**config.mk**
```make
export PLATFORM = sky130hd
export DESIGN_NAME = def_flags
export DESIGN_NICKNAME = d
export VERILOG_FILES = /design/src/logic/def_pkg.sv /design/src/logic/def_flags.sv
export SDC_FILE = /design/constraint.sdc
export NUM_CORES = 1
export LEC_CHECK = 0
export ABC_AREA = 1
export BUFFER_PORTS_ARGS = -buffer_cell sky130_fd_sc_hd__buf_2
export CORE_ASPECT_RATIO = 1.4
export CORE_UTILIZATION = 58
export DETAILED_ROUTE_END_ITERATION = 12
export PLACE_DENSITY = 0.9
export SLEW_MARGIN = 25
export SYNTH_ARGS = -nofsm -noshare
export SYNTH_HDL_FRONTEND = slang
export SYNTH_SLANG_ARGS = --single-unit
export TNS_END_PERCENT = 1
```
**constraint.sdc**
```tcl
create_clock -name CLK -period 2.61 [get_ports CLK]
set_input_delay 0.3915 -clock CLK [delete_from_list [all_inputs] [get_ports CLK]]
set_output_delay 0.3915 -clock CLK [all_outputs]
set_load 0.1 [all_outputs]
```
**src/logic/def_pkg.sv**
```systemverilog
// Constants, register map and carrier types for the decoder event interrupt flag block.
// Assumes one 250 MHz clock, synchronous active-high reset, Avalon-MM register access.
//
// What this block does
// - Interrupt pin is open-drain, asserted by pulling low.
// - Each flag has its own mask enable.
// - All masks disabled after reset.
// - Status reads return live state, not snapshots.
// - Flags live in four 8-bit status registers.
// - Only reading its status register clears flag.
// - Set wins over clear in same cycle.
// - Power-fail flag on supply failure during operation.
// - Flag on interlaced or non-interlaced detection.
// - Flag on horizontal PLL lock change.
// - Flag on vertical lock change.
// - Flag on field rate 50/60 Hz toggle.
// - Flag on capture-ready change.
// - Two-bit flag on colour standard change/loss.
// - Three flags on copy-protection level changes.
// - Flag on VPS identification found or lost.
// - Flag on wide-screen identification found or lost.
// - Flag on closed caption identification found/lost.
// - Flag on scaler output formatting error.
package def_pkg;

  // ****************************************************************
  // Register map, word addresses on a 32-bit Avalon-MM slave.
  // ****************************************************************
  localparam logic [3:0] ADDR_STAT0 = 4'h0; // Power and sync events.
  localparam logic [3:0] ADDR_STAT1 = 4'h1; // Standard and copy protection.
  localparam logic [3:0] ADDR_STAT2 = 4'h2; // Data slicer events.
  localparam logic [3:0] ADDR_STAT3 = 4'h3; // Scaler events.
  localparam logic [3:0] ADDR_MASK0 = 4'h4; // Mask for status 0.
  localparam logic [3:0] ADDR_MASK1 = 4'h5;
  localparam logic [3:0] ADDR_MASK2 = 4'h6;
  localparam logic [3:0] ADDR_MASK3 = 4'h7;
  localparam logic [3:0] ADDR_PEND = 4'h8; // Masked pending summary, read only.
  localparam int NUM_REGS = 4; // Number of status registers.
  localparam int REG_W = 8; // Status register width.
  localparam logic [7:0] MASK_RST = 8'h00; // Masks come up disabled.
  localparam logic [31:0] UNMAPPED_DATA = 32'h00000000; // Read value of holes.

  // ****************************************************************
  // Bit positions of events inside the status registers.
  // ****************************************************************
  localparam int S0_POWER_FAIL = 0;
  localparam int S0_INTERLACE = 1;
  localparam int S0_HPLL_LOCK = 2;
  localparam int S0_VLOCK = 3;
  localparam int S0_FIELD_RATE = 4;
  localparam int S0_CAPT_READY = 5;
  localparam int S1_COLOR_STD_LO = 0; // Two bits, 1:0.
  localparam int S1_COPY_A = 2;
  localparam int S1_COPY_B = 3;
  localparam int S1_COPY_C = 4;
  localparam int S2_VPS = 0;
  localparam int S2_WIDESCREEN = 1;
  localparam int S2_CAPTION = 2;
  localparam int S3_SCALER_ERR = 0;

  // Live status levels from the decoder sections; edges raise events.
  typedef struct packed {
    logic interlaced;
    logic hpll_locked;
    logic vlocked;
    logic field_60hz;
    logic capture_ready;
    logic [1:0] color_std;
    logic copy_a;
    logic copy_b;
    logic copy_c;
    logic vps_found;
    logic widescreen_found;
    logic caption_found;
  } def_live_t;

  // One-cycle event strobes that need no edge detection.
  typedef struct packed {
    logic power_fail;
    logic color_lost;
    logic scaler_format_error;
  } def_strobe_t;

  // Avalon-MM slave request.
  typedef struct packed {
    logic [3:0] address;
    logic read;
    logic write;
    logic [31:0] writedata;
  } def_av_req_t;

  // Whole module state.
  typedef struct packed {
    logic [NUM_REGS-1:0][REG_W-1:0] flags_r;
    logic [NUM_REGS-1:0][REG_W-1:0] mask_r;
    def_live_t live_r;
    logic live_valid_r;
    logic [31:0] readdata_r;
    logic waitreq_r;
    logic irq_oe_r;
  } def_state_t;

endpackage

```
**src/logic/def_flags.sv**
```systemverilog
// Event flag collector with per-flag masks and an open-drain interrupt request.
// Assumes live status levels and strobes are synchronous to CLK.
`timescale 1ns/1ps
module def_flags (
  // Clock and reset.
  input wire logic CLK,
  input wire logic RESET,
  // Decoder section status.
  input wire def_pkg::def_live_t LIVE,
  input wire def_pkg::def_strobe_t STROBE,
  // Avalon-MM slave.
  input wire def_pkg::def_av_req_t AV_REQ,
  output logic [31:0] AV_READDATA,
  output logic AV_WAITREQUEST,
  // Open-drain interrupt pin: drive value and enable.
  output logic INT_N_O,
  output logic INT_N_OE
);

  // ****************************************************************
  // State and next state.
  // ****************************************************************
  def_pkg::def_state_t st_r; // Registered state.
  def_pkg::def_state_t st_nxt; // Next state.
  logic [def_pkg::NUM_REGS-1:0][def_pkg::REG_W-1:0] ev; // Events this cycle.
  logic [def_pkg::NUM_REGS-1:0][def_pkg::REG_W-1:0] rd_clr; // Read clears.
  logic [def_pkg::NUM_REGS-1:0] pend; // Per-register masked pending.
  logic accept; // Access completes this edge.

  // Events are edges of the live levels plus direct strobes.
  always_comb
  begin
    ev = '0;
    // No edges before the first sample, so reset values fake no change.
    if (st_r.live_valid_r)
    begin
      ev[0][def_pkg::S0_INTERLACE] = LIVE.interlaced != st_r.live_r.interlaced;
      ev[0][def_pkg::S0_HPLL_LOCK] = LIVE.hpll_locked != st_r.live_r.hpll_locked;
      ev[0][def_pkg::S0_VLOCK] = LIVE.vlocked != st_r.live_r.vlocked;
      ev[0][def_pkg::S0_FIELD_RATE] = LIVE.field_60hz != st_r.live_r.field_60hz;
      ev[0][def_pkg::S0_CAPT_READY] = LIVE.capture_ready != st_r.live_r.capture_ready;
      ev[1][def_pkg::S1_COLOR_STD_LO +: 2] = LIVE.color_std ^ st_r.live_r.color_std;
      ev[1][def_pkg::S1_COPY_A] = LIVE.copy_a != st_r.live_r.copy_a;
      ev[1][def_pkg::S1_COPY_B] = LIVE.copy_b != st_r.live_r.copy_b;
      ev[1][def_pkg::S1_COPY_C] = LIVE.copy_c != st_r.live_r.copy_c;
      ev[2][def_pkg::S2_VPS] = LIVE.vps_found != st_r.live_r.vps_found;
      ev[2][def_pkg::S2_WIDESCREEN] =
        LIVE.widescreen_found != st_r.live_r.widescreen_found;
      ev[2][def_pkg::S2_CAPTION] = LIVE.caption_found != st_r.live_r.caption_found;
    end
    ev[0][def_pkg::S0_POWER_FAIL] = STROBE.power_fail;
    // Colour loss marks both standard bits, as the standard is then unknown.
    if (STROBE.color_lost)
    begin
      ev[1][def_pkg::S1_COLOR_STD_LO +: 2] = 2'h3;
    end
    ev[3][def_pkg::S3_SCALER_ERR] = STROBE.scaler_format_error;
  end

  // Each read of a status register clears only that register.
  assign accept = (AV_REQ.read | AV_REQ.write) & ~st_r.waitreq_r;

  generate
    for (genvar g = 0; g < def_pkg::NUM_REGS; g++)
    begin : g_reg
      // Clear only on a completed read of this exact address.
      assign rd_clr[g] = {def_pkg::REG_W{accept & AV_REQ.read &
        (AV_REQ.address == 4'(g))}};
      // Every flag ANDed with its own mask bit.
      assign pend[g] = |(st_r.flags_r[g] & st_r.mask_r[g]);
    end
  endgenerate

  // ****************************************************************
  // Next-state logic.
  // ****************************************************************
  always_comb
  begin
    st_nxt = st_r;
    st_nxt.live_r = LIVE;
    st_nxt.live_valid_r = 1'b1;
    for (int i = 0; i < def_pkg::NUM_REGS; i++)
    begin
      // Set has priority over a clear in the same cycle.
      st_nxt.flags_r[i] = (st_r.flags_r[i] & ~rd_clr[i]) | ev[i];
    end
    // One wait cycle per access keeps read data registered.
    st_nxt.waitreq_r = 1'b1;
    st_nxt.readdata_r = def_pkg::UNMAPPED_DATA;
    if ((AV_REQ.read | AV_REQ.write) & st_r.waitreq_r)
    begin
      st_nxt.waitreq_r = 1'b0;
      if (AV_REQ.read)
      begin
        unique case (AV_REQ.address)
          // Current flag contents, never a frozen copy.
          def_pkg::ADDR_STAT0: st_nxt.readdata_r = {24'h000000, st_r.flags_r[0]};
          def_pkg::ADDR_STAT1: st_nxt.readdata_r = {24'h000000, st_r.flags_r[1]};
          def_pkg::ADDR_STAT2: st_nxt.readdata_r = {24'h000000, st_r.flags_r[2]};
          def_pkg::ADDR_STAT3: st_nxt.readdata_r = {24'h000000, st_r.flags_r[3]};
          def_pkg::ADDR_MASK0: st_nxt.readdata_r = {24'h000000, st_r.mask_r[0]};
          def_pkg::ADDR_MASK1: st_nxt.readdata_r = {24'h000000, st_r.mask_r[1]};
          def_pkg::ADDR_MASK2: st_nxt.readdata_r = {24'h000000, st_r.mask_r[2]};
          def_pkg::ADDR_MASK3: st_nxt.readdata_r = {24'h000000, st_r.mask_r[3]};
          def_pkg::ADDR_PEND: st_nxt.readdata_r = {28'h0000000, pend};
          default: st_nxt.readdata_r = def_pkg::UNMAPPED_DATA;
        endcase
      end
    end
    // Mask writes take effect on the accepting edge; low byte lane only.
    if (accept & AV_REQ.write & (AV_REQ.address >= def_pkg::ADDR_MASK0) &
        (AV_REQ.address <= def_pkg::ADDR_MASK3))
    begin
      st_nxt.mask_r[AV_REQ.address[1:0]] = AV_REQ.writedata[7:0];
    end
    // Pull the pin low while any enabled flag is set, else release it.
    st_nxt.irq_oe_r = |pend;
  end

  // ****************************************************************
  // State register with synchronous reset.
  // ****************************************************************
  always_ff @(posedge CLK)
  begin
    if (RESET)
    begin
      st_r <= '0;
      st_r.mask_r <= {def_pkg::NUM_REGS{def_pkg::MASK_RST}};
      st_r.waitreq_r <= 1'b1;
    end
    else
    begin
      st_r <= st_nxt;
    end
  end

  // Outputs come straight from flip-flops; the drive value is always low.
  assign AV_READDATA = st_r.readdata_r;
  assign AV_WAITREQUEST = st_r.waitreq_r;
  assign INT_N_O = 1'b0;
  assign INT_N_OE = st_r.irq_oe_r;

endmodule // def_flags

```
==> results of run 1 <==
[synth_stat cells, drive strengths merged]
master	count	area, um2
buf	42	297
nand2	196	748
clkbuf	7	26.3
o21a	2	15.0
o21ai	9	45.0
dfxtp	88	1760
a21oi	46	230
inv	45	169
nor2	75	317
conb	1	3.75
xor2	11	96.3
nand3	72	360
[metrics by stage]
stage | hold WS (ns) | util, % | total power [mW] | instance area [um2] | instances
finish | 0.233 | 64.8 | 2.65 | 4340 | 719
global route | 0.247 | 64.8 | 2.73 | 4340 | 719
CTS | 0.233 | 64.8 | 2.64 | 4340 | 719
detailed placement | 0.463 | 62.1 | 1.78 | 4160 | 703
global placement | 0.456 | 62.1 | 1.77 | 4160 | 703
floorplan | 0.438 | - | 1.74 | 4160 | 618
[path summary, 6_finish.rpt]
| check | to | slack (ns) | depth (start not counted) |
|---|---|---|---|
| setup / recovery | st_r[66] | 1.04 | 7 |
| hold / removal | AV_WAITREQUEST | 0.23 | 2 |
| setup reg to reg | st_r[66] | 1.07 | 6 |
| hold reg to reg | st_r[86] | 0.48 | 2 |
[critical path, delay by kind of cell]
kind | cells | cell delay, ns
AND/OR/NAND/NOR | 4 | 1.11
buffers and inverters | 2 | 0.23
AO/OA/AOI/OAI | 1 | 0.09
[area by class of cell]
| type | instances | area (um2) |
|---|---|---|
| clock inverters | 4 | 45.0 |
| repair buffers | 42 | 213 |
| clock buffers | 12 | 135 |
| multi-input cells | 436 | 1910 |
| well taps | 92 | 115 |
| flip-flops and latches | 88 | 1760 |
| inverters | 45 | 169 |
| fillers | 598 | 2360 |
[per-layer routing]
metal	vias up	track usage [%]
met4	0	18.1
met3	40	4.20
li1	1856	-
met5	-	0
met2	196	46.6
met1	1663	32.7
[power by group through the flow]
stage | Sequential, mW | Clock (mW) | Combinational, mW
6_report | 1.41 | 0.892 | 0.348
5_1_grt | 1.41 | 0.951 | 0.373
4_1_cts | 1.40 | 0.893 | 0.345
3_5_place_dp | 1.44 | 0 | 0.342
3_3_place_gp | 1.43 | 0 | 0.337
2_1_floorplan | 1.44 | 0 | 0.303
[cells by family (layout without fill, tap and decap cells)]
family	count (synthesis)	count (layout)	synth area share [%]
buffers and inverters	94	103	12.1
xor gates and xnor gates	11	11	2.37
DFF	88	88	43.3
other	1	25	0.0922
and+or+nand+nor	343	343	35.0
AOI/OAI and AO/OA	57	57	7.13
[sequential cells by signal, indices dropped and copies added (netlist names)]
| signal | count |
|---|---|
| AV_READDATA | 8 |
| AV_WAITREQUEST | 1 |
| INT_N_OE | 1 |
| st_r | 78 |
==> impl_metrics.yaml, run 1 <==
routing:
  drt_wl_total_um: 9340
  wl_per_cell_um: 13.0
  dr.first_iter.drc_count: 525
  postRouteAntennaNets: 0
  dr_wl_met3_um: 697
  wl_met2_um: 4410
  vias: 3755
  drc: 0
  drtPass1Iterations: 5
  highest_layer: "met4"
  met1Wirelength_um: 3750
  via_per_inst: 5.22
timing:
  fin_skew_ns: 0.0165
  hold_viol_final: 0
  setup_tns_ns: 0
  relSlewSlack_pct: 46.8
  rsz0062_at_grt: "false"
  finalMaxSlewViolations: 0
  max_freq_ghz: 0.636
  setup_ws_ns: 1.04
  tightest_slew_ns: 0.798
  finalSetupViolations: 0
  period_share_pct: 60.3
  fin_crit_ns: 1.57
cts:
  postCtsSetupBuffers: 0
  htreeDepth: 3
  cts-resized-gates: 0
  cts.path.max_buffers: 2
  postCtsHoldBufs: 0
  clock_latency_ns: 0.36
  root_buffer: "clkbuf_8"
  path_clk_slew_ns: 0.08
  clkSinkCount: 88
  cts_buffers: 9
  cts_tree: "yes"
job:
  maxCapViolCount: 0
cells_and_area:
  drive_above_1_share_pct: 11.0
  nNetsFinal: 678
  final_common_cell: "nand2_1"
  n_antenna_cell: 0
  mostFrequentLayoutCells: "193 x nand2_1, 88 x dfxtp_1, 72 x nand3_1"
  syn2layout_area_growth_pct: 6.77
placement:
  portBuffers: 41
  post-dp-hpwl_um: 6820
  pre_cts_slack_ns: 0.758
  place_congestion: 0.977
power_and_ir_drop:
  pwr-share-comb_pct: 13.1
  power_density_nw_per_um2: 609
  p_int_mw: 1.88
  p_seq_share_pct: 53.1
  clkPwrFrac_pct: 33.7
  ir_drop_mv: 0.470
  power_leakage_nw: 2.20
  switching_share_pct: 29.1
  switchingPower_uw: 770
setup_path:
  crit_chain: "buf_2, inv_1, nand2_2, nor2_2, nand2_1, nand2_1, a21oi_1"
  cpMaxStageDelayCell: "nor2_2"
  critical_path_class: "in2reg"
  timing.critical_path.mode_cell: "nand2_1"
  slowest_delay_ns: 0.46
  timing.rr.start: "AV_WAITREQUEST"
  arrival_ns: 1.81
  critPathLaunchType: "input port"
  crit_fanout: 13
  crit_start: "AV_REQ[37]"
  end_kind: "flop"
  cp.required_ns: 2.84
floorplan:
  die_area_um2: 7360
  die_y_um: 101
  start_util_pct: 60.7
  pin_count: 91
  core_area_um2: 6700
  fp.dieW_um: 72.8
  rows: 35
global_route:
  grt_max_degree: 43
  antenna_found_initial: 0
  grt_pass1_vias: 3420
  grt_util_all_layers_pct: 27.8
  grt_pass1_wl_um: 15600
  grt_overflow: 0
synth:
  seq_area_frac_synth_pct: 43.3
  syn_area_um2: 4070
  synth.distinct_cells: 19
  yosysWarnings: 0
  syn_avg_cell_area_um2: 6.85
  syn_inst: 594
  ys_ff_latch: 88
status:
  outcome: "complete, no violations"
worst_hold_path:
  min-delay-start: "AV_REQ[32]"
  hp-class: "in2reg"
Note: power is estimated with default switching activity, not from simulation.
==> inputs of run 2 (changes only) <==
- ABC_AREA: 1 -> 0
- CORE_UTILIZATION: 58 -> 54
- PLACE_DENSITY: 0.9 -> 0.85
- clock period: 2.61 -> 1.6 ns (I/O delays scaled with it)
==> run 2 against run 1 <==
Against the previous run: sequential power grew 63%; synthesized area down 3.3%; highest routed layer unchanged; cell area is essentially flat; via count down 16%; count of clock-buffer cells in the layout is 2 lower; largest cell class unchanged; wire length decreased by 1.1%.
==> impl_metrics.yaml, run 2 <==
status:
  outcome: "complete, no violations"
placement:
  pre_cts_slack_ns: 0.0645
  dpl_cell_area_um2: 4150
  post-dp-hpwl_um: 6930
  dpl.cell_count: 550
  place_congestion: 0.941
  portBuffers: 41
global_route:
  antenna_found_initial: 0
  grt_overflow: 0
  grt_pass1_wl_um: 14500
  grt_max_degree: 27
  grt_pass1_vias: 2897
  grt_util_all_layers_pct: 26.0
synth:
  ys_dominant_reg_cell: "dfxtp_1"
  yosys-top-cells-area: "dfxtp_1 45%, mux2i_1 6.9%, buf_4 6.7%"
  synth.distinct_cells: 42
  synth_most_common_cell: "dfxtp_1"
  ys_ff_latch: 88
  postSynth.asyncResetShare_pct: 0
  synth_edf_count: 0
  synth_common_cells: "88 x dfxtp_1, 35 x buf_4, 35 x nand2_1, 30 x nor2_1"
  syn_avg_cell_area_um2: 9.19
  seq_area_frac_synth_pct: 44.8
  syn_area_um2: 3930
  synth.largest_area_cell: "dfxtp_1"
  yosysWarnings: 0
  syn_inst: 428
  synth_top_area_share_pct: 44.8
timing:
  fin_crit_ns: 1.55
  rsz0062_at_grt: "true"
  setup_tns_ns: 0
  finalMaxSlewViolations: 0
  fin_hold_ws_ns: 0.0624
  fin_skew_ns: 0.0147
  period_share_pct: 96.9
  max_freq_ghz: 0.645
  finalSetupViolations: 0
  hold_viol_final: 0
  setup_ws_ns: 0.0500
routing:
  via_per_inst: 5.60
  drt_wl_total_um: 9240
  drtPass1Iterations: 5
  drc: 0
  wl_per_cell_um: 16.3
  vias: 3169
  postRouteAntennaNets: 0
  dr.first_iter.drc_count: 246
cts:
  clkSinkCount: 88
  postCtsHoldBufs: 0
  path_clk_slew_ns: 0.09
  cts_buffers: 9
  cts-resized-gates: 0
  postCtsSetupBuffers: 0
  htreeDepth: 3
  cts_tree: "yes"
  cts.path.max_buffers: 2
  root_buffer: "clkbuf_8"
  clock_latency_ns: 0.36
floorplan:
  rows: 36
  pin_count: 91
  start_util_pct: 56.3
  die_area_um2: 7640
  die_y_um: 103
  fp.dieW_um: 74.1
  core_area_um2: 6980
setup_path:
  crit_start: "AV_WAITREQUEST"
  end_kind: "flop"
  cp.required_ns: 1.84
  timing.rr.start: "AV_WAITREQUEST"
  critPathLaunchType: "flop"
  crit_fanout: 19
  critical_path_class: "reg2reg"
  arrival_ns: 1.79
cells_and_area:
  nNetsFinal: 522
  design_area_um2: 4340
  top_register: "st_r"
  largest_reg_flops: 78
  n_antenna_cell: 0
  final_common_cell: "dfxtp_1"
  stdcell_count: 566
  drive_above_1_share_pct: 18.7
  syn2layout_area_growth_pct: 10.4
  mostFrequentLayoutCells: "87 x dfxtp_1, 41 x buf_2, 35 x nand2_1"
power_and_ir_drop:
  ir_drop_mv: 0.912
  power_density_nw_per_um2: 1030
  power_leakage_nw: 1.77
worst_hold_path:
  min-delay-start: "AV_REQ[32]"
  hp-class: "in2reg"
job:
  maxCapViolCount: 0
-- run 2: changes by cell type after synthesis, moves of 8 or more --
cell     change
and2_1       +8
nand2_1    -158
nor2_1      -37
nand3_1     -44
mux2i_1     +27
nor2b_1     +19
a22oi_1     +29
o22ai_1      +8
inv_1       -40
a21oi_1     -17
and3_1      +10
-- run 2: metal layers --
metal  GRT usage, %  part of all wire (%)  vias up  routed length, um
met1           31.5                    42     1460               3880
met5              0                     0        -                  0
met3           5.77                   6.1       20                567
met4           15.7                   4.3        0                393
li1               -                     -     1540                  -
met2           41.8                    48      149               4400
-- run 2: worst max-delay path: stages, from the launching register on --
cell      delay (ns)
dfxtp_4         0.38
nor4bb_4        0.31
buf_4           0.28
nand2_1         0.25
nand2_1         0.14
a21oi_1         0.07
-- run 2: path summary, 6_finish.rpt --
check / cells after the start / slack [ns] / end
worst max-delay path: 5 / 0.05 / st_r[58]
worst min register to register: 2 / 0.48 / st_r[71]
worst max register to register: 5 / 0.05 / st_r[58]
worst min-delay path: 2 / 0.06 / AV_WAITREQUEST
-- run 2: cells by family after synthesis --
logic type | synth area share, %
and+or+nand+nor | 19.6
DFF | 44.8
AOI/OAI and AO/OA | 14.5
buffers and inverters | 9.83
muxes | 8.30
xor gates and xnor gates | 2.89
other | 0.0953
-- run 2: final cells by class --
type / count / area [um2]
clock buffers: 10 / 128
clock inverters: 6 / 66.3
fillers: 594 / 2640
inverters: 2 / 7.51
multi-input cells: 304 / 1880
flip-flops and latches: 88 / 1770
well taps: 95 / 119
repair buffers: 61 / 380
-- run 2: report_power, final --
group | switching, mW | internal (mW) | leakage, nW
combinational | 0.481 | 0.159 | 0.951
clock | 0.784 | 0.728 | 0.0972
sequential | 0.0518 | 2.25 | 0.717
-- run 2: metrics by stage --
step	utilization (%)	power, mW
2_1_floorplan	-	2.88
3_3_place_gp	59.4	2.97
3_5_place_dp	59.4	2.98
4_1_cts	62.2	4.48
5_1_grt	62.2	4.60
6_report	62.2	4.45
==> inputs of run 3 (changes only) <==
- BUFFER_PORTS_ARGS: -buffer_cell sky130_fd_sc_hd__buf_2 -> -buffer_cell sky130_fd_sc_hd__buf_4
==> run 3 against run 2 <==
Against the previous run: sequential share of layout area fell by 0.94 points; fmax grew 2.6%; non-clock buffer count down 4; combinational power increased by 3%; utilization is 1.5 points higher; cell count decreased by 0.71%; count of clock-buffer cells in the layout is 1 lower; register-to-register slack improved by 0.04 ns; critical path type unchanged; largest power group unchanged.
==> impl_metrics.yaml, run 3 (same netlist as run 2, synthesis figures left out) <==
status:
  outcome: "complete, no violations"
cts:
  htreeDepth: 3
  clock_latency_ns: 0.37
  cts.path.max_buffers: 2
  clkSinkCount: 88
  postCtsSetupBuffers: 0
  cts_tree: "yes"
  root_buffer: "clkbuf_8"
  postCtsHoldBufs: 0
  path_clk_slew_ns: 0.09
  cts-resized-gates: 0
  cts_buffers: 9
setup_path:
  cpMaxStageDelayCell: "dfxtp_4"
  arrival_ns: 1.76
  timing.critical_path.mode_cell: "nand2_1"
  slowest_delay_ns: 0.38
  cpLargestDelayFamily: "simple AND/OR/NAND/NOR gates"
  worstSetupEndpoint: "st_r[68]"
  critPathLaunchType: "flop"
  critical_path_class: "reg2reg"
  crit_fanout: 27
  timing.rr.start: "AV_WAITREQUEST"
  r2r-end: "st_r[68]"
  crit_start: "AV_WAITREQUEST"
  path_buf_inv: 1
  end_kind: "flop"
  rrSetupSlack_ns: 0.09
  r2r_cells: 5
  cp.required_ns: 1.85
  path_depth: 5
  crit_chain: "nor4bb_4, buf_12, nand2_1, nand2_1, a21oi_1"
placement:
  dpl.cell_count: 546
  place_congestion: 0.917
  dpl_cell_area_um2: 4220
  pre_cts_slack_ns: 0.0561
  portBuffers: 41
  post-dp-hpwl_um: 7080
cells_and_area:
  final.fill_count: 621
  nNetsFinal: 518
  final_common_cell: "dfxtp_1"
  top_register: "st_r"
  finish.utilization_pct: 63.7
  mostFrequentLayoutCells: "87 x dfxtp_1, 55 x buf_4, 33 x nand2_1"
  syn2layout_area_growth_pct: 13.0
  stdcell_count: 562
  drive_above_1_share_pct: 18.6
  n_antenna_cell: 0
  largest_reg_flops: 78
  design_area_um2: 4440
floorplan:
  fp.dieW_um: 74.1
  core_area_um2: 6980
  rows: 36
  die_area_um2: 7640
  start_util_pct: 56.3
  pin_count: 91
  die_y_um: 103
timing:
  max_freq_ghz: 0.662
  period_share_pct: 94.4
  relSlewSlack_pct: 66.5
  tightest_slew_ns: 0.500
  finalMaxSlewViolations: 0
  fin_crit_ns: 1.51
  setup_tns_ns: 0
  setup_ws_ns: 0.0898
  fin_skew_ns: 0.00826
  rsz0062_at_grt: "false"
  hold_viol_final: 0
  finalSetupViolations: 0
job:
  maxCapViolCount: 0
routing:
  dr.first_iter.drc_count: 299
  postRouteAntennaNets: 0
  drc: 0
  via_per_inst: 5.69
  drt_wl_total_um: 9710
  drtPass1Iterations: 5
  wl_per_cell_um: 17.3
  vias: 3196
power_and_ir_drop:
  power_density_nw_per_um2: 1050
  power_leakage_nw: 1.78
  ir_drop_mv: 0.901
global_route:
  antenna_found_initial: 0
  grt_pass1_vias: 3029
  grt_pass1_wl_um: 15200
  grt_max_degree: 28
  grt_overflow: 0
  grt_util_all_layers_pct: 27.7
worst_hold_path:
  hp-class: "in2reg"
[run 3: cell count changes in the layout (fill, tap and decap cells not counted), sizes merged]
| cell | delta |
|---|---|
| inv | -1 |
| bufinv | +1 |
| clkinvlp | +1 |
| clkbuf | -1 |
| buf | -4 |
[run 3: layout make-up]
cell class,count,area [um2],area share [%]
Multi-Input combinational cell,304,1880,42.3
Timing Repair Buffer,57,453,10.2
Clock buffer,9,124,2.79
Inverter,2,7.51,0.169
Sequential cell,88,1770,39.7
Clock inverter,7,95.1,2.14
Tap cell,95,119,2.67
[run 3: layer usage]
layer	vias up	track usage, %	share of wire, %
met5	-	0	0
met4	0	23.1	6.7
met3	39	5.18	6.2
met2	156	42.4	46
met1	1481	33.2	41
li1	1520	-	-
[run 3: how the worst min path moves through the flow]
| stage | startpoint | end | depth (start not counted) |
|---|---|---|---|
| global placement | AV_REQ[32] | AV_WAITREQUEST | 2 |
| floorplan | AV_REQ[32] | AV_WAITREQUEST | 1 |
| detailed placement | AV_REQ[32] | AV_WAITREQUEST | 2 |
| CTS | AV_REQ[32] | AV_WAITREQUEST | 2 |
| global route | AV_REQ[32] | AV_WAITREQUEST | 2 |
| finish | AV_REQ[32] | AV_WAITREQUEST | 2 |
[run 3: where the power goes]
group	internal, mW	switching (mW)
clock network	0.879	0.811
logic	0.177	0.483
registers	2.25	0.0532
[run 3: through the flow]
| stage | total power, mW | hold WS, ns |
|---|---|---|
| floorplan | 2.88 | 0.329 |
| global placement | 2.99 | 0.426 |
| detailed placement | 3.00 | 0.437 |
| CTS | 4.66 | 0.0388 |
| global route | 4.79 | 0.0624 |
| finish | 4.65 | 0.0525 |
